$ cat config.mk
export PLATFORM = sky130hd
export DESIGN_NAME = spc_port
export DESIGN_NICKNAME = d
export VERILOG_FILES = /design/src/rtl/spc_port.v
export VERILOG_INCLUDE_DIRS = /design/src /design/src/rtl
export SDC_FILE = /design/constraint.sdc
export NUM_CORES = 1
export LEC_CHECK = 0
export ABC_AREA = 0
export BUFFER_PORTS_ARGS = -buffer_cell sky130_fd_sc_hd__buf_4
export CAP_MARGIN = 5
export CORE_ASPECT_RATIO = 1.25
export CORE_MARGIN = 1
export CORE_UTILIZATION = 58
export DETAILED_ROUTE_END_ITERATION = 10
export GPL_ROUTABILITY_DRIVEN = 0
export PLACE_DENSITY_LB_ADDON = 0.15
export SYNTH_ARGS = -nofsm -noshare
export SYNTH_HDL_FRONTEND = slang
export SYNTH_SLANG_ARGS = --single-unit
$ cat constraint.sdc
create_clock -name sys_clk -period 5.7 [get_ports sys_clk]
set_input_delay 0.855 -clock sys_clk [delete_from_list [all_inputs] [get_ports sys_clk]]
set_output_delay 0.855 -clock sys_clk [all_outputs]
set_load 0.005 [all_outputs]
$ cat src/rtl/spc_regs.vh
`ifndef SPC_REGS_VH
`define SPC_REGS_VH

// Register byte offsets
`define SPC_OFS_STATUS     8'h00
`define SPC_OFS_CTRL_ONE   8'h04
`define SPC_OFS_CTRL_TWO   8'h08
`define SPC_OFS_DATA       8'h0c

// Status register fields
`define SPC_ST_ENABLE      15
`define SPC_ST_TX_FULL     1
`define SPC_ST_RX_FULL     0

// Control one fields
`define SPC_C1_CLK_DIS     12
`define SPC_C1_DOUT_DIS    11
`define SPC_C1_WORD16      10
`define SPC_C1_SAMPLE_END  9
`define SPC_C1_EDGE        8
`define SPC_C1_SEL_EN      7
`define SPC_C1_POLARITY    6
`define SPC_C1_MASTER      5
`define SPC_C1_SEC_LSB     2
`define SPC_C1_PRI_LSB     0

// Control two fields
`define SPC_C2_FRAMED      15
`define SPC_C2_SYNC_DIR    14
`define SPC_C2_SYNC_POL    13
`define SPC_C2_SYNC_EDGE   1
`define SPC_C2_BUF_MODE    0

// Reset values and writable masks
`define SPC_RST_STATUS     16'h0000
`define SPC_RST_CTRL_ONE   16'h0000
`define SPC_RST_CTRL_TWO   16'h0000
`define SPC_MASK_STATUS    16'h8000
`define SPC_MASK_CTRL_ONE  16'h1fff
`define SPC_MASK_CTRL_TWO  16'he003

// Word lengths in bits
`define SPC_BITS_BYTE      5'h08
`define SPC_BITS_WORD      5'h10

`endif

$ cat src/rtl/spc_port.v
// Contract
// - Standard: write sets tx full, shift-load clears
// - Enhanced: tx full when last slot written
// - Standard: received word sets rx full, read clears
// - Enhanced: rx full when last slot filled
// - Master clock pin disable releases clock pin
// - Data-out disable releases serial data pin
// - Word size select: sixteen or eight bits
// - Master samples end or middle per phase
// - Clock edge bit picks data change edge
// - Clock edge ignored, zero, in framed modes
// - Slave select enable uses active-low select
// - Clock polarity sets idle and active levels
// - Master enable selects master or slave
// - Secondary divider: code 111 one, 000 eight
// - Primary divider: one, four, sixteen, sixty-four
// - Framed enable turns select into sync pulse
// - Sync direction: input slave, output master only with master enable set
// - Sync polarity: high or low active
// - Sync edge: with first bit or before
// - Buffer mode selects enhanced or single buffers
// - Enhanced mode gives eight-word transmit, receive FIFOs
// - Pins taken only while module enabled
`include "spc_regs.vh"

module spc_port #(
  parameter DEPTH = 8,
  parameter AW    = 3
) (
  input  wire        sys_clk,
  input  wire        rst_n,
  input  wire        wb_cyc_i,
  input  wire        wb_stb_i,
  input  wire        wb_we_i,
  input  wire [7:0]  wb_adr_i,
  input  wire [3:0]  wb_sel_i,
  input  wire [31:0] wb_dat_i,
  output reg  [31:0] wb_dat_o,
  output reg         wb_ack_o,
  input  wire        serial_clock_in,
  output wire        serial_clock_out,
  output wire        serial_clock_oe_n,
  input  wire        serial_in_pin,
  output wire        serial_out_pin,
  output wire        serial_out_oe_n,
  input  wire        select_sync_in,
  output wire        select_sync_out,
  output wire        select_sync_oe_n
);

  localparam ST_IDLE  = 3'b001;
  localparam ST_SYNC  = 3'b010;
  localparam ST_SHIFT = 3'b100;

  reg  [15:0]   status_ctl;
  reg  [15:0]   serial_port_control_one;
  reg  [15:0]   serial_port_control_two;

  reg  [15:0]   tx_mem [0:DEPTH-1];
  reg  [15:0]   rx_mem [0:DEPTH-1];
  reg  [AW-1:0] tx_wr;
  reg  [AW-1:0] tx_rd;
  reg  [AW:0]   tx_cnt;
  reg  [AW-1:0] rx_wr;
  reg  [AW-1:0] rx_rd;
  reg  [AW:0]   rx_cnt;

  reg  [2:0]    state;
  reg           half;
  reg  [4:0]    bit_cnt;
  reg  [15:0]   tx_shift;
  reg  [15:0]   rx_shift;
  reg  [9:0]    div_cnt;
  reg           act_q;
  reg           eng_pop;
  reg           eng_push;
  reg  [15:0]   eng_word;

  wire module_enable        = status_ctl[`SPC_ST_ENABLE];
  wire clock_pin_disable    = serial_port_control_one[`SPC_C1_CLK_DIS];
  wire data_out_pin_disable = serial_port_control_one[`SPC_C1_DOUT_DIS];
  wire word_size_select     = serial_port_control_one[`SPC_C1_WORD16];
  wire sample_phase         = serial_port_control_one[`SPC_C1_SAMPLE_END];
  wire clock_edge           = serial_port_control_one[`SPC_C1_EDGE];
  wire slave_select_enable  = serial_port_control_one[`SPC_C1_SEL_EN];
  wire clock_polarity       = serial_port_control_one[`SPC_C1_POLARITY];
  wire master_enable        = serial_port_control_one[`SPC_C1_MASTER];
  wire [2:0] secondary_divider = serial_port_control_one[`SPC_C1_SEC_LSB +: 3];
  wire [1:0] primary_divider   = serial_port_control_one[`SPC_C1_PRI_LSB +: 2];
  wire framed_mode_enable   = serial_port_control_two[`SPC_C2_FRAMED];
  wire sync_direction       = serial_port_control_two[`SPC_C2_SYNC_DIR];
  wire sync_polarity        = serial_port_control_two[`SPC_C2_SYNC_POL];
  wire sync_edge_select     = serial_port_control_two[`SPC_C2_SYNC_EDGE];
  wire buffer_mode_select   = serial_port_control_two[`SPC_C2_BUF_MODE];

  // Bus request is acted on at the edge where the master sees ack
  wire bus_go  = wb_cyc_i & wb_stb_i & wb_ack_o;
  wire bus_wr  = bus_go & wb_we_i;
  wire bus_rd  = bus_go & ~wb_we_i;
  wire hit_buf = (wb_adr_i == `SPC_OFS_DATA);

  // Capacity one in standard mode makes the FIFO a holding register
  wire [AW:0] capacity = buffer_mode_select ? DEPTH[AW:0] : {{AW{1'b0}}, 1'b1};
  wire tx_buffer_full_flag = (tx_cnt >= capacity);
  wire rx_buffer_full_flag = (rx_cnt >= capacity);
  wire tx_push = bus_wr & hit_buf & (|wb_sel_i[1:0]) & ~tx_buffer_full_flag;
  wire tx_pop  = eng_pop & (tx_cnt != {(AW+1){1'b0}});
  // Words arriving with the receive side full are dropped
  wire rx_push = eng_push & ~rx_buffer_full_flag;
  wire rx_pop  = bus_rd & hit_buf & (rx_cnt != {(AW+1){1'b0}});

  wire [15:0] rx_holding_reg = rx_mem[rx_rd];
  wire [15:0] tx_holding_reg = tx_mem[tx_rd];

  // Framed operation forces the data-change edge to its zero setting
  wire       edge_eff = clock_edge & ~framed_mode_enable;
  wire [4:0] nbits    = word_size_select ? `SPC_BITS_WORD : `SPC_BITS_BYTE;
  wire       last_bit = (bit_cnt == nbits - 5'h01);
  wire [15:0] rx_next = {rx_shift[14:0], serial_in_pin};
  wire [15:0] rx_word = word_size_select ? rx_next : {8'h00, rx_next[7:0]};

  // Clock half period is the product of both divider ratios
  wire [6:0] pri_ratio = 7'h01 << {~primary_divider, 1'b0};
  wire [3:0] sec_ratio = 4'h8 - {1'b0, secondary_divider};
  wire [9:0] div_ratio = {3'h0, pri_ratio} * {6'h00, sec_ratio};
  wire       tick      = (div_cnt >= div_ratio - 10'h001);

  // Slave-side clock edges relative to the active level
  wire act_now    = serial_clock_in ^ clock_polarity;
  wire lead_edge  = act_now & ~act_q;
  wire trail_edge = ~act_now & act_q;
  wire smp_edge   = edge_eff ? lead_edge : trail_edge;
  wire chg_edge   = edge_eff ? trail_edge : lead_edge;
  wire sync_seen  = (select_sync_in == sync_polarity);
  wire selected   = ~slave_select_enable | ~select_sync_in;
  wire running    = module_enable & (state != ST_IDLE);

  function [15:0] merge;
    input [15:0] old_v;
    input [15:0] new_v;
    input [1:0]  sel;
    input [15:0] mask;
    begin
      merge[7:0]  = sel[0] ? ((new_v[7:0] & mask[7:0]) | (old_v[7:0] & ~mask[7:0])) : old_v[7:0];
      merge[15:8] = sel[1] ? ((new_v[15:8] & mask[15:8]) | (old_v[15:8] & ~mask[15:8])) : old_v[15:8];
    end
  endfunction

  // Bus slave: ack one cycle after the strobe, dropped the cycle after
  always @(posedge sys_clk or negedge rst_n) begin
    if (!rst_n) begin
      wb_ack_o <= 1'b0;
      wb_dat_o <= 32'h0000_0000;
      status_ctl <= `SPC_RST_STATUS;
      serial_port_control_one <= `SPC_RST_CTRL_ONE;
      serial_port_control_two <= `SPC_RST_CTRL_TWO;
    end else begin
      wb_ack_o <= wb_cyc_i & wb_stb_i & ~wb_ack_o;
      if (wb_cyc_i & wb_stb_i & ~wb_ack_o) begin
        case (wb_adr_i)
          `SPC_OFS_STATUS: begin
            wb_dat_o <= {16'h0000, status_ctl[15:2], tx_buffer_full_flag, rx_buffer_full_flag};
          end
          `SPC_OFS_CTRL_ONE: begin
            wb_dat_o <= {16'h0000, serial_port_control_one};
          end
          `SPC_OFS_CTRL_TWO: begin
            wb_dat_o <= {16'h0000, serial_port_control_two};
          end
          `SPC_OFS_DATA: begin
            wb_dat_o <= {16'h0000, rx_holding_reg};
          end
          default: begin
            wb_dat_o <= 32'h0000_0000;
          end
        endcase
      end
      if (bus_wr) begin
        case (wb_adr_i)
          `SPC_OFS_STATUS: begin
            status_ctl <= merge(status_ctl, wb_dat_i[15:0], wb_sel_i[1:0], `SPC_MASK_STATUS);
          end
          `SPC_OFS_CTRL_ONE: begin
            serial_port_control_one <= merge(serial_port_control_one, wb_dat_i[15:0], wb_sel_i[1:0],
                                             `SPC_MASK_CTRL_ONE);
          end
          `SPC_OFS_CTRL_TWO: begin
            serial_port_control_two <= merge(serial_port_control_two, wb_dat_i[15:0], wb_sel_i[1:0],
                                             `SPC_MASK_CTRL_TWO);
          end
          default: begin
          end
        endcase
      end
    end
  end

  // Buffer storage; push and pop in one cycle keep the count
  always @(posedge sys_clk) begin
    if (tx_push) begin
      tx_mem[tx_wr] <= wb_dat_i[15:0];
    end
    if (rx_push) begin
      rx_mem[rx_wr] <= eng_word;
    end
  end

  always @(posedge sys_clk or negedge rst_n) begin
    if (!rst_n) begin
      tx_wr  <= {AW{1'b0}};
      tx_rd  <= {AW{1'b0}};
      tx_cnt <= {(AW+1){1'b0}};
      rx_wr  <= {AW{1'b0}};
      rx_rd  <= {AW{1'b0}};
      rx_cnt <= {(AW+1){1'b0}};
    end else begin
      if (tx_push) begin
        tx_wr <= tx_wr + {{(AW-1){1'b0}}, 1'b1};
      end
      if (tx_pop) begin
        tx_rd <= tx_rd + {{(AW-1){1'b0}}, 1'b1};
      end
      if (tx_push & ~tx_pop) begin
        tx_cnt <= tx_cnt + {{AW{1'b0}}, 1'b1};
      end else if (tx_pop & ~tx_push) begin
        tx_cnt <= tx_cnt - {{AW{1'b0}}, 1'b1};
      end
      if (rx_push) begin
        rx_wr <= rx_wr + {{(AW-1){1'b0}}, 1'b1};
      end
      if (rx_pop) begin
        rx_rd <= rx_rd + {{(AW-1){1'b0}}, 1'b1};
      end
      if (rx_push & ~rx_pop) begin
        rx_cnt <= rx_cnt + {{AW{1'b0}}, 1'b1};
      end else if (rx_pop & ~rx_push) begin
        rx_cnt <= rx_cnt - {{AW{1'b0}}, 1'b1};
      end
    end
  end

  // Half-bit divider runs only while a master frame is in progress
  always @(posedge sys_clk or negedge rst_n) begin
    if (!rst_n) begin
      div_cnt <= 10'h000;
    end else if (!running || !master_enable || tick) begin
      div_cnt <= 10'h000;
    end else begin
      div_cnt <= div_cnt + 10'h001;
    end
  end

  // Shift engine; one state register serves both roles
  always @(posedge sys_clk or negedge rst_n) begin
    if (!rst_n) begin
      state    <= ST_IDLE;
      half     <= 1'b0;
      bit_cnt  <= 5'h00;
      tx_shift <= 16'h0000;
      rx_shift <= 16'h0000;
      act_q    <= 1'b0;
      eng_pop  <= 1'b0;
      eng_push <= 1'b0;
      eng_word <= 16'h0000;
    end else begin
      act_q    <= act_now;
      eng_pop  <= 1'b0;
      eng_push <= 1'b0;
      if (!module_enable) begin
        state   <= ST_IDLE;
        half    <= 1'b0;
        bit_cnt <= 5'h00;
      end else if (master_enable) begin
        case (state)
          ST_IDLE: begin
            // Sync input gates the start when another party frames
            if ((tx_cnt != {(AW+1){1'b0}}) && !eng_pop &&
                (!framed_mode_enable || !sync_direction || sync_seen)) begin
              tx_shift <= tx_holding_reg;
              eng_pop  <= 1'b1;
              bit_cnt  <= 5'h00;
              half     <= 1'b0;
              state    <= (framed_mode_enable && !sync_edge_select) ? ST_SYNC : ST_SHIFT;
            end
          end
          ST_SYNC: begin
            if (tick) begin
              half <= ~half;
              if (half) begin
                state <= ST_SHIFT;
              end
            end
          end
          ST_SHIFT: begin
            if (tick) begin
              half <= ~half;
              if (!half) begin
                if (!sample_phase) begin
                  rx_shift <= rx_next;
                end
              end else begin
                if (sample_phase) begin
                  rx_shift <= rx_next;
                end
                if (last_bit) begin
                  eng_push <= 1'b1;
                  eng_word <= sample_phase ? rx_word :
                              (word_size_select ? rx_shift : {8'h00, rx_shift[7:0]});
                  state    <= ST_IDLE;
                end else begin
                  tx_shift <= {tx_shift[14:0], 1'b0};
                  bit_cnt  <= bit_cnt + 5'h01;
                end
              end
            end
          end
          default: begin
            state <= ST_IDLE;
          end
        endcase
      end else begin
        case (state)
          ST_IDLE: begin
            bit_cnt <= 5'h00;
            if (framed_mode_enable ? sync_seen : selected) begin
              tx_shift <= (tx_cnt != {(AW+1){1'b0}}) ? tx_holding_reg : 16'h0000;
              eng_pop  <= ~eng_pop;
              state    <= (framed_mode_enable && !sync_edge_select) ? ST_SYNC : ST_SHIFT;
            end
          end
          ST_SYNC: begin
            if (smp_edge) begin
              state <= ST_SHIFT;
            end
          end
          ST_SHIFT: begin
            if (!framed_mode_enable && !selected) begin
              state <= ST_IDLE;
            end else if (smp_edge) begin
              rx_shift <= rx_next;
              if (last_bit) begin
                eng_push <= 1'b1;
                eng_word <= rx_word;
                state    <= ST_IDLE;
              end else begin
                bit_cnt <= bit_cnt + 5'h01;
              end
            end else if (chg_edge && (bit_cnt != 5'h00)) begin
              tx_shift <= {tx_shift[14:0], 1'b0};
            end
          end
          default: begin
            state <= ST_IDLE;
          end
        endcase
      end
    end
  end

  // Clock is active in the first half when edge is zero, second when one
  wire clk_active = ((state == ST_SHIFT) || (state == ST_SYNC)) && (half == edge_eff);
  assign serial_clock_out  = clk_active ^ clock_polarity;
  assign serial_clock_oe_n = ~(module_enable & master_enable & ~clock_pin_disable);

  assign serial_out_pin  = word_size_select ? tx_shift[15] : tx_shift[7];
  assign serial_out_oe_n = ~(module_enable & ~data_out_pin_disable);

  // Sync pulse lasts one bit time, before or with the first bit
  wire sync_pulse = (state == ST_SYNC) ||
                    ((state == ST_SHIFT) && sync_edge_select && (bit_cnt == 5'h00));
  assign select_sync_out  = sync_pulse ? sync_polarity : ~sync_polarity;
  assign select_sync_oe_n = ~(module_enable & master_enable & framed_mode_enable & ~sync_direction);

endmodule

After elaboration in Yosys (flattened, before gate mapping). Memories as Yosys holds them, arrays and structs flattened. Index checks and enable logic that the tools add are counted.

Input port bits: 52. Bits in writable memories: 256. Word-level logic and storage cells: 274. Output and inout bits: 39. Register bits: 163. Memories: 2.

Equal/unequal tests: 38. Multiplexer cells: 95. Order comparisons: 3. Add/sub/neg operators: 13. Shift operators: 1. $mul: 1. Bitwise gates (word level): 55. Reductions and logical operators: 43.

Memories: rx_mem (depth 8, width 16, read ports 1, clocked after memory_dff 0, wr ports 1, line spc_port.v:60) `reg [15:0] rx_mem [0:DEPTH-1];`; tx_mem (depth 8, width 16, read ports 1, clocked after memory_dff 0, wr ports 1, line spc_port.v:59) `reg [15:0] tx_mem [0:DEPTH-1];`.

Operator list (count): 16-bit 2-to-1 mux (31); 16-bit case mux with 2 select lines (2); 16-bit case mux with 4 select lines (1); 5-bit 2-to-1 mux (9); 3-bit 2-to-1 mux (13); 4-bit inequality test, second input constant (9); 3-bit inequality test, second input constant (10); 1-bit 2-to-1 mux (28); 1-bit bitwise AND (25); 1-bit NOT (22); 4-bit 2-to-1 mux (5); 5-bit case mux with 2 select lines (2); 3-bit case mux with 3 select lines (2); 8-bit by 4-bit equality test with 1-bit output, second input constant (2); 3-bit AND reduction (5); 7-bit AND reduction (2); 3-bit by 1-bit adder with 3-bit output, second input constant (4); 10-bit by 1-bit adder with 10-bit output, second input constant (1); 10-bit greater-or-equal comparator (1); 7-bit by 4-bit multiplier with 10-bit output (1); 10-bit 2-to-1 mux (1); 10-bit AND reduction (1); 10-bit by 1-bit subtractor with 10-bit output, second input constant (1); 3-bit by 2-bit inequality test with 1-bit output, second input constant (3); 37 further kinds (68).

Depth between registers and ports, before layout. Gate-level depths: netlist of run 1.

Depth after elaboration: 10. Gate-level depth with buffers: 24. Mapped depth without buffers: 22.

Least setup slack after synthesis of run 1. No wires, ideal clock.

Path kind: register to register. From: register serial_port_control_one[2]. To: register rx_shift[10]. Path buffers: 1. Period minus slack after synthesis: 4809 ps. Data arrival time: 4684 ps. Slack: 891 ps. Cell stages (with the launch flop): 21. Data required time: 5575 ps. Cells stage by stage: dfrtp_1 > inv_1 > ha_1 > xor2_1 > nor2_1 > fa_1 > ha_1 > ha_1 > nor3b_1 > o21ai_0 > nand2b_1 > a21oi_1 > xor2_1 > ha_1 > nand4_1 > o31ai_1 > nor2_1 > o21ai_0 > nor3b_2 > buf_4 > mux2_2.

Longest elaborated chain between the ends: 6.

RTL lines: start: declaration (line spc_port.v:56) `reg [15:0] serial_port_control_one;`; start signal: assignment (line spc_port.v:155) `` serial_port_control_one <= `SPC_RST_CTRL_ONE; ``; start signal: assignment (line spc_port.v:184) `serial_port_control_one <= merge(serial_port_control_one, wb_dat_i[15:0], wb_sel_i[1:0],`; 4-bit by 3-bit subtractor with 4-bit output (line spc_port.v:124) `wire [3:0] sec_ratio = 4'h8 - {1'b0, secondary_divider};`; 7-bit by 4-bit multiplier with 10-bit output (line spc_port.v:125) `wire [9:0] div_ratio = {3'h0, pri_ratio} * {6'h00, sec_ratio};`; 10-bit by 1-bit subtractor with 10-bit output (line spc_port.v:126) `wire tick = (div_cnt >= div_ratio - 10'h001);`; 10-bit greater-or-equal comparator (line spc_port.v:126); 2-bit by 1-bit inequality test with 1-bit output (no line); 7-bit AND reduction (no line); end signal: assignment (line spc_port.v:299) `rx_shift <= rx_next;`; end signal: assignment (line spc_port.v:303) `rx_shift <= rx_next;`; end signal: assignment (line spc_port.v:340) `rx_shift <= rx_next;`; end: declaration (line spc_port.v:72) `reg [15:0] rx_shift;`.

No other way between the ends. A chain may end at the register's enable or synchronous reset.

Worst setup path in the final report of run 1.
From: register serial_port_control_one[2]. To: register eng_word[8].

Longest elaborated chain between the ends: 6.

RTL lines: 4-bit by 3-bit subtractor with 4-bit output (line spc_port.v:124); 7-bit by 4-bit multiplier with 10-bit output (line spc_port.v:125); 10-bit by 1-bit subtractor with 10-bit output (line spc_port.v:126); 10-bit greater-or-equal comparator (line spc_port.v:126); 2-bit by 1-bit inequality test with 1-bit output (no line); 7-bit AND reduction (no line); end signal: assignment (line spc_port.v:307) `eng_word <= sample_phase ? rx_word :`; end signal: assignment (line spc_port.v:343) `eng_word <= rx_word;`; end: declaration (line spc_port.v:77) `reg [15:0] eng_word;`.

No other way between the ends.

==> summary.md, run 1 <==
| Metric | Value |
|---|---|
| Wirelength per Cell | 21.2 um |
| Worst-path maximum fanout | 33 |
| TritonCTS Buffers | 38 |
| Post-DP Area | 0.0178 mm^2 |
| Final core occ | 66.7% |
| Register area share after synthesis | 64.0% |
| CTS Buffer Depth | 3 |
| Number of synthesized flops with an enable pin | 256 |
| Kind of critical path | register to register |
| Via density per instance | 5.75 |
| Die height | 193 um |
| Cell variety after synth | 60 |
| Startpoint Class | register |
| Overall power | 7.07 mW |
| Synth Area in Adders | 3.85% |
| Area leader, netlist | edfxtp_1 |
| Number of antenna violations at the first check in global routing | 0 |
| Min cycle time layout | 5.31 ns |
| RSZ-0062 raised after global routing | no |
| Num rows | 69 |
| Fin crit share | 93.1% |
| Final Instance Area | 0.0191 mm^2 |
| # IOs | 91 |
| Slowest CP cell | dfrtp_1 |
| Most frequent cells after synthesis | 256 x edfxtp_1, 125 x dfrtp_1, 73 x nor2_1 |
| Drt pass-1 iters | 4 |
| Gr ovfl total | 0 |
| Hold Crit Class | input pin to asynchronous set/reset pin |
| Post-DP HPWL | 22,100 um |
| Syn_area_per_cell | 15.0 um^2 |
| Die width | 155 um |
| # setup viols final | 0 |
| Most frequent cell after synthesis | edfxtp_1 |
| LEAKAGE | 7.41 nW |
| Clock slew at reported path FFs | 0.06 ns |
| Critical path arrival | 5.75 ns |
| Pre-CTS setup slack | 0.367 ns |
| Max VDD drop | 0.000301 V |
| Die area | 0.0299 mm^2 |
| Post-CTS Repair Setup Buffers | 0 |
| Ant. Diodes | 0 |
| Largest net degree at the start of global routing | 80 |
| Proportion of layout cells with a drive suffix above 1 | 24.0% |
| Max-cap viol count | 0 |
| TNS Setup | 0 ns |
| Crit path cell chain | inv_1 > ha_1 > xor2_1 > nor2_1 > fa_1 > ha_1 > ha_1 > nor3b_1 > o21ai_0 > nand2b_1 > a21oi_1 > xor2_1 > ha_1 > nand4_1 > o31ai_2 > buf_4 > o21ai_0 > a2111oi_4 > buf_12 > nand3_1 > o21ai_0 |
| Vias in the first global route | 9,738 |
| Via count | 9,329 |
| Status | finished clean |
| Synth area leaders | edfxtp_1 45%, dfrtp_1 18%, mux4_2 8.5% |
| # DRC | 0 |
| WL final | 34,400 um |
| Port Buffers | 56 |
| Starting Density | 59.3% |
| Multi-input gate area | 0.00569 mm^2 |
| Largest stage delay, worst path | 0.52 ns |
| Final hold violations | 0 |
| Clock skew | 0.0219 ns |
| R2R Path Start | serial_port_control_one[2]$_DFFE_PN0P_ |
| CTS tree | built |
| Cell count after synthesis | 1,127 |
| Ys Warns | 0 |
| Overall Global Routing Usage | 24.3% |
| Antenna Violating Nets Remaining | 0 |
| Fillers | 2,041 |
| Cell mode on critical path | ha_1 |
| H-tree Lvls | 2 |
| Nets | 1,302 |
| Register area | 0.0108 mm^2 |
| Hold buffer count at CTS | 0 |
| Post-synthesis xor/xnor area fraction | 2.17% |
| First-pass GRT wire length | 54,200 um |
| Dominant synthesized flop cell | edfxtp_1 |
| Asr flop ratio synth | 33.0% |
| Worst-case reg-to-reg path depth | 21 |
| Worst-margin pin slew | 1.21 ns |
| 1st-iter DRT viols | 559 |
| Syn Std Cell Area | 0.0169 mm^2 |
| Clock latency on the worst-skew pair | 0.53 ns |
| Clk sinks | 382 |
| Dpl cells | 1,552 |
| CP Capture Type | register |
| Mux share of post-synthesis cell area | 15.6% |
| Final worst setup slack | 0.394 ns |
| Final Slew Violations | 0 |
| Critical path startpoint | serial_port_control_one[2]$_DFFE_PN0P_ |
| Post-synth top area share | 45.4% |
| Non-Filler Instances | 1,622 |
| Post-synthesis compound-gate area fraction | 4.64% |
| Slew HR | 19.1% |
| Pwr Density | 371 mW/mm^2 |
| Root Buffer | clkbuf_16 |
| Syn-to-layout area delta | 12.5% |
| Core box area | 0.0286 mm^2 |
| Worst Path Required | 6.14 ns |
| Largest family of logic cells by synthesized area | multiplexers |
| Final hold slack | 0.341 ns |
| Post-Synth Simple-Gate Area | 6.71% |
| #FFs+latches synth | 382 |
| Max Freq | 0.188 GHz |
## kinds of logic (layout without fill, tap and decap cells)
family | Yosys count | after routing
and+or+nand+nor | 240 | 240
adders and majority gates | 48 | 48
AOI/OAI and AO/OA | 138 | 138
other | 1 | 16
xor gates and xnor gates | 42 | 42
buffers and inverters | 103 | 193
muxes | 173 | 173
DFF | 382 | 382
## per-layer routing
metal | part of all wire [%] | track usage, % | vias to the layer above
met5 | 0 | 0 | -
met3 | 3.6 | 3.22 | 61
met4 | 3.0 | 8.38 | 0
met1 | 41 | 29.5 | 4747
li1 | - | - | 4326
met2 | 53 | 44.9 | 195
## cell usage in the layout (no fill, tap or decap), drive strengths merged, types with 3 or more instances in the layout
cell type,count
a21o,6
a21oi,46
a31oi,5
and2,5
and3,5
buf,88
clkbuf,49
clkinv,12
clkinvlp,5
conb,16
dfrtp,125
edfxtp,256
fa,7
ha,41
inv,37
mux2,64
mux2i,45
mux4,64
nand2,71
nand2b,18
nand3,27
nand3b,3
nand4,4
nor2,73
nor2b,4
nor3,11
nor3b,3
o21ai,61
o22ai,4
or2,3
or3,5
xnor2,25
xor2,17
## report_power, final
| group | switching [mW] | leakage [nW] | total, mW | internal, mW |
|---|---|---|---|---|
| Combinational | 0.557 | 2.80 | 1.29 | 0.731 |
| Clock | 1.03 | 0.581 | 2.41 | 1.37 |
| Sequential | 0.247 | 4.03 | 3.38 | 3.13 |
## state kept, by name, indices dropped and copies added, names as in the netlist, 3 cells and up
register / count
rx_mem: 128
wb_dat_o: 16
serial_port_control_one: 13
tx_wr: 3
tx_cnt: 4
eng_word: 16
rx_shift: 16
tx_shift: 16
state: 3
rx_wr: 3
tx_mem: 128
tx_rd: 3
serial_port_control_two: 5
bit_cnt: 5
rx_cnt: 4
rx_rd: 3
div_cnt: 10
## path summary, 6_finish.rpt
kind / to / slack, ns
setup / recovery: eng_word[8]$_DFFE_PN0P_ / 0.39
max in group asynchronous: rx_rd[1]$_DFFE_PN0P_ / 4.19
hold reg to reg: wb_dat_o[0]$_DFFE_PN0P_ / 0.49
hold / removal: tx_wr[2]$_DFFE_PN0P_ / 0.34
min in group sys_clk: wb_dat_o[0]$_DFFE_PN0P_ / 0.49
setup reg to reg: eng_word[8]$_DFFE_PN0P_ / 0.39
## worst max-delay path: cells and delay by family, from the launching register on
kind / cells / cell delay [ns]
AND/OR/NAND/NOR: 5 / 0.62
adder cells (fa/ha/maj): 5 / 1.64
AO/OA/AOI/OAI: 6 / 1.56
buffers and inverters: 3 / 0.55
XOR/XNOR: 2 / 0.33
flip-flops: 1 / 0.52
## final cells by class
| cell class | instances | share of cell area, % |
|---|---|---|
| flip-flops and latches | 382 | 56.9 |
| repair buffers | 88 | 3.62 |
| well taps | 390 | 2.56 |
| inverters | 35 | 0.689 |
| clock inverters | 21 | 0.985 |
| multi-input cells | 657 | 29.9 |
| clock buffers | 49 | 5.36 |
## timing repair
item                                    in CTS  in global routing
hold endpoints to repair                     0                  0
endpoints found under the setup margin       0                  3
gates resized for setup                      0                  1
Note: power is estimated with default switching activity, not from simulation.
==> run 2, diff against run 1 <==
--- a/config.mk
+++ b/config.mk
@@ -9,9 +9,9 @@
 export ABC_AREA = 0
 export BUFFER_PORTS_ARGS = -buffer_cell sky130_fd_sc_hd__buf_4
 export CAP_MARGIN = 5
-export CORE_ASPECT_RATIO = 1.25
 export CORE_MARGIN = 1
 export CORE_UTILIZATION = 58
+export CTS_BUF_LIST = sky130_fd_sc_hd__clkbuf_16
 export DETAILED_ROUTE_END_ITERATION = 10
 export GPL_ROUTABILITY_DRIVEN = 0
 export PLACE_DENSITY_LB_ADDON = 0.15
==> summary.md, run 2 (same netlist as run 1, synthesis figures left out) <==
| Metric | Value |
|---|---|
| Status | finished clean |
| Flop pwr share | 47.2% |
| Min cycle time layout | 5.29 ns |
| Most frequent cells in the layout | 256 x edfxtp_1, 121 x dfrtp_1, 86 x buf_4 |
| Via count | 9,391 |
| CTS tree | built |
| Worst-margin pin slew | 1.13 ns |
| Slowest CP cell | dfrtp_1 |
| Slew HR | 24.6% |
| Vias in the first global route | 9,778 |
| Post-CTS Repair Setup Buffers | 0 |
| LEAKAGE | 7.50 nW |
| Cell mode on critical path | ha_1 |
| Clock slew at reported path FFs | 0.06 ns |
| Pwr Density | 372 mW/mm^2 |
| Num rows | 62 |
| Core box area | 0.0287 mm^2 |
| Max Freq | 0.189 GHz |
| Most common cell after layout, fill and taps aside | edfxtp_1 |
| Final core occ | 66.5% |
| Max-cap viol count | 0 |
| Combinational share of power | 18.2% |
| CP delay by family, top | adder cells |
| Largest net degree at the start of global routing | 75 |
| Worst-path maximum fanout | 16 |
| Kind of critical path | register to register |
| Gr ovfl total | 0 |
| Root Buffer | clkbuf_16 |
| Die height | 173 um |
| Die area | 0.0299 mm^2 |
| 1st-iter DRT viols | 755 |
| Worst Path Required | 6.10 ns |
| Drt pass-1 iters | 5 |
| # setup viols final | 0 |
| CP Capture Type | register |
| Largest stage delay, worst path | 0.51 ns |
| Hold buffer count at CTS | 0 |
| Hold Crit Class | input pin to asynchronous set/reset pin |
| Fin crit share | 92.8% |
| Clock Power Share | 34.5% |
| CTS Buffer Depth | 3 |
| # IOs | 91 |
| Max VDD drop | 0.000273 V |
| RSZ-0062 raised after global routing | no |
| Post-DP HPWL | 21,900 um |
| Clock skew | 0.0201 ns |
| Syn-to-layout area delta | 12.7% |
| Ant. Diodes | 0 |
| First-pass GRT wire length | 54,700 um |
| Psw | 1.82 mW |
| Proportion of layout cells with a drive suffix above 1 | 23.6% |
| Fillers | 2,074 |
| Clock latency on the worst-skew pair | 0.53 ns |
| Top Registers | rx_mem (128), tx_mem (128) |
| Wirelength per Cell | 21.2 um |
| Overall Global Routing Usage | 24.0% |
| Critical path arrival | 5.69 ns |
| Pint | 5.28 mW |
| H-tree Lvls | 2 |
| Buf/Inv on CP | 3 |
| Via density per instance | 5.79 |
| Antenna Violating Nets Remaining | 0 |
| CTS resizes | 0 |
| Sw Ratio | 25.6% |
| TNS Setup | 0 ns |
| WL final | 34,300 um |
| Startpoint Class | register |
| Final Slew Violations | 0 |
| Crit path cell chain | inv_1 > ha_1 > xor2_1 > nor2_1 > fa_1 > ha_1 > ha_1 > nor3b_1 > o21ai_0 > nand2b_1 > a21oi_1 > xor2_1 > ha_1 > o21a_1 > a21oi_1 > o31ai_1 > buf_4 > nor2_1 > o21ai_0 > nor3b_2 > buf_12 > mux2_2 |
| Die width | 173 um |
| Clk sinks | 382 |
| Port Buffers | 56 |
| Nets | 1,305 |
| Starting Density | 59.0% |
| # DRC | 0 |
| TritonCTS Buffers | 40 |
| Number of antenna violations at the first check in global routing | 0 |
| Final hold violations | 0 |
==> run 2: changes by cell type in the layout (fill, tap and decap cells not counted), sizes merged <==
cell      previous run  this run
clkinv              12        14
inv                 37        49
buf                 88        89
clkbuf              49        42
clkinvlp             5         2
==> run 2: final timing paths <==
kind	start	end	slack, ns	cells past startpoint
max	serial_port_control_one[2]$_DFFE_PN0P_	rx_shift[0]$_DFFE_PN0P_	0.41	22
min	rst_n	tx_shift[1]$_DFFE_PN0P_	0.36	1
max in group asynchronous	rst_n	rx_rd[0]$_DFFE_PN0P_	4.11	2
max reg2reg	serial_port_control_one[2]$_DFFE_PN0P_	rx_shift[0]$_DFFE_PN0P_	0.41	22
min reg2reg	wb_dat_o[1]$_DFFE_PN0P_	wb_dat_o[1]$_DFFE_PN0P_	0.48	2
min in group sys_clk	wb_dat_o[1]$_DFFE_PN0P_	wb_dat_o[1]$_DFFE_PN0P_	0.48	2
==> run 2: cell type report <==
| class | count | area (um^2) | area share, % |
|---|---|---|---|
| Clock buffer | 42 | 1050 | 5.50 |
| Clock inverter | 32 | 203 | 1.06 |
| Inverter | 35 | 131 | 0.688 |
| Multi-Input combinational cell | 657 | 5690 | 29.8 |
| Sequential cell | 382 | 10800 | 56.8 |
| Tap cell | 384 | 480 | 2.52 |
| Timing Repair Buffer | 89 | 697 | 3.65 |
==> run 2: stage by stage <==
| stage | area (um^2) | total power [mW] | instances | hold slack [ns] | setup WS (ns) |
|---|---|---|---|---|---|
| finish | 19100 | 7.10 | 1621 | 0.356 | 0.410 |
| global route | 19100 | 7.42 | 1621 | 0.406 | 0.0566 |
| CTS | 19100 | 7.18 | 1621 | 0.389 | 0.422 |
| detailed placement | 17800 | 4.71 | 1547 | 0.473 | 0.445 |
| global placement | 17800 | 4.67 | 1547 | 0.470 | 0.549 |
| floorplan | 17000 | 4.41 | 1142 | 0.462 | 0.891 |
==> run 2: layer usage <==
layer / vias up / global-route usage (%) / routed length, um / share of wire (%)
li1: 4336 / - / - / -
met1: 4738 / 30.5 / 13700 / 40
met2: 242 / 42.1 / 18000 / 52
met3: 75 / 3.23 / 1440 / 4.2
met4: 0 / 9.55 / 1200 / 3.5
met5: - / 0 / 0 / 0
==> run 2: power by group through the flow <==
| stage | sequential [mW] | clock [mW] | combinational (mW) |
|---|---|---|---|
| 2_1_floorplan | 3.28 | 0 | 1.13 |
| 3_3_place_gp | 3.40 | 0 | 1.27 |
| 3_5_place_dp | 3.41 | 0 | 1.31 |
| 4_1_cts | 3.36 | 2.51 | 1.31 |
| 5_1_grt | 3.38 | 2.61 | 1.43 |
| 6_report | 3.35 | 2.45 | 1.29 |
==> run 3, diff against run 2 <==
==> constraint.sdc (replaced) <==
create_clock -name sys_clk -period 5.2 [get_ports sys_clk]
set_input_delay 0.78 -clock sys_clk [delete_from_list [all_inputs] [get_ports sys_clk]]
set_output_delay 0.78 -clock sys_clk [all_outputs]
set_load 0.005 [all_outputs]
==> summary.md, run 3 (same netlist as run 1, synthesis figures left out) <==
| Metric | Value |
|---|---|
| Status | finished clean |
| Die area | 0.0299 mm^2 |
| Max-cap viol count | 0 |
| Core box area | 0.0287 mm^2 |
| Num rows | 62 |
| Startpoint Class | register |
| LEAKAGE | 7.49 nW |
| R2R Path Start | serial_port_control_one[3]$_DFFE_PN0P_ |
| Die height | 173 um |
| Worst Path Required | 5.61 ns |
| Via count | 9,426 |
| Largest net degree at the start of global routing | 92 |
| # DRC | 0 |
| Min cycle time layout | 4.91 ns |
| Via density per instance | 5.80 |
| CTS tree | built |
| Post-DP HPWL | 22,200 um |
| Overall Global Routing Usage | 23.7% |
| Worst-margin pin slew | 1.15 ns |
| Critical path startpoint | serial_port_control_one[3]$_DFFE_PN0P_ |
| Pwr Density | 405 mW/mm^2 |
| Clk sinks | 382 |
| Wirelength per Cell | 21.3 um |
| Vias in the first global route | 9,663 |
| Worst-case reg-to-reg path depth | 23 |
| Max Freq | 0.204 GHz |
| TNS Setup | 0 ns |
| Critical path arrival | 5.32 ns |
| Max VDD drop | 0.000297 V |
| # IOs | 91 |
| H-tree Lvls | 2 |
| Root Buffer | clkbuf_16 |
| RSZ-0062 raised after global routing | no |
| Clock slew at reported path FFs | 0.06 ns |
| Setup slack, reg-to-reg | 0.29 ns |
| Fin crit share | 94.4% |
| RR Endpoint | rx_shift[3]$_DFFE_PN0P_ |
| # setup viols final | 0 |
| Most frequent cells in the layout | 256 x edfxtp_1, 121 x dfrtp_1, 88 x buf_4 |
| Fillers | 2,003 |
| Kind of critical path | register to register |
| First-pass GRT wire length | 53,900 um |
| Slew HR | 23.4% |
| Hold Crit Class | input pin to asynchronous set/reset pin |
| Starting Density | 59.0% |
| Top Registers | rx_mem (128), tx_mem (128) |
| Worst-path maximum fanout | 8 |
| Gr ovfl total | 0 |
| Antenna Violating Nets Remaining | 0 |
| Number of antenna violations at the first check in global routing | 1 |
| Most common cell after layout, fill and taps aside | edfxtp_1 |
| Port Buffers | 56 |
| TritonCTS Buffers | 39 |
| Final Slew Violations | 0 |
| Die width | 173 um |
| CP Capture Type | register |
| Clock latency on the worst-skew pair | 0.53 ns |
| 1st-iter DRT viols | 631 |
| Hold buffer count at CTS | 0 |
| CTS Buffer Depth | 3 |
| Final core occ | 66.8% |
| Clock skew | 0.0170 ns |
| WL final | 34,600 um |
| Nets | 1,308 |
| Drt pass-1 iters | 5 |
| Syn-to-layout area delta | 13.2% |
| Proportion of layout cells with a drive suffix above 1 | 24.5% |
| Final hold violations | 0 |
[run 3: worst max path at each step]
| stage | end | slack [ns] | depth (start not counted) |
|---|---|---|---|
| floorplan | rx_shift[10]$_DFFE_PN0P_ | 0.39 | 20 |
| global route | rx_shift[10]$_DFFE_PN0P_ | 0.004 | 23 |
| CTS | eng_word[12]$_DFFE_PN0P_ | 0.007 | 21 |
| global placement | eng_word[10]$_DFFE_PN0P_ | 0.15 | 21 |
| detailed placement | state[1]$_DFFE_PN0P_ | 0.03 | 21 |
| finish | rx_shift[3]$_DFFE_PN0P_ | 0.29 | 23 |
[run 3: repair_timing]
| item | 4_1_cts | 5_1_grt |
|---|---|---|
| buffers inserted | 0 | 3 |
| resized for setup | 0 | 13 |
| setup endpoints to repair | 0 | 67 |
[run 3: critical path: stages (launching register included)]
cell and delay [ns]:
dfrtp_1 0.39, inv_1 0.13, ha_4 0.18, xor2_2 0.20
nor2_2 0.07, fa_1 0.46, ha_1 0.30, ha_1 0.34
nor3b_2 0.18, o21ai_2 0.13, nand2b_1 0.07, a21oi_1 0.17
xor2_1 0.20, ha_1 0.27, o21a_1 0.18, a21oi_1 0.20
o31ai_2 0.12, buf_4 0.16, nor2_1 0.12, o21ai_0 0.12
nor3b_4 0.20, buf_4 0.18, clkbuf_16 0.16, mux2_2 0.26
[run 3: through the flow]
step                      worst slack (ns)  hold slack (ns)  instance area [um^2]  std cells  total power [mW]
after global routing               0.00383            0.392                 19200       1624              8.08
after detailed placement            0.0300            0.468                 17900       1547              5.20
final                                0.293            0.307                 19200       1624              7.76
after global placement               0.150            0.464                 17900       1547              5.16
after floorplan                      0.391            0.462                 17000       1142              4.84
after CTS                          0.00683            0.353                 19100       1619              7.81
[run 3: where the power goes]
part	leakage, nW	switching [mW]	internal (mW)	total [mW]
clock network	0.626	1.12	1.50	2.62
registers	4.03	0.279	3.43	3.71
logic	2.84	0.607	0.826	1.43
total	7.49	2.01	5.76	7.76
[run 3: cell type report]
cell class | count | area [um^2] | area share (%)
Tap cell | 384 | 480 | 2.50
Clock inverter | 32 | 215 | 1.12
Antenna cell | 1 | 2.50 | 0.0130
Sequential cell | 382 | 10800 | 56.5
Multi-Input combinational cell | 657 | 5750 | 30.0
Clock buffer | 40 | 1000 | 5.22
Inverter | 35 | 131 | 0.685
Timing Repair Buffer | 93 | 757 | 3.95
[run 3: per-layer routing]
metal / GRT usage [%] / wire length, um
met4: 8.48 / 1100
met2: 41.9 / 18100
met1: 30.4 / 14200
met5: 0 / 0
met3: 2.62 / 1210
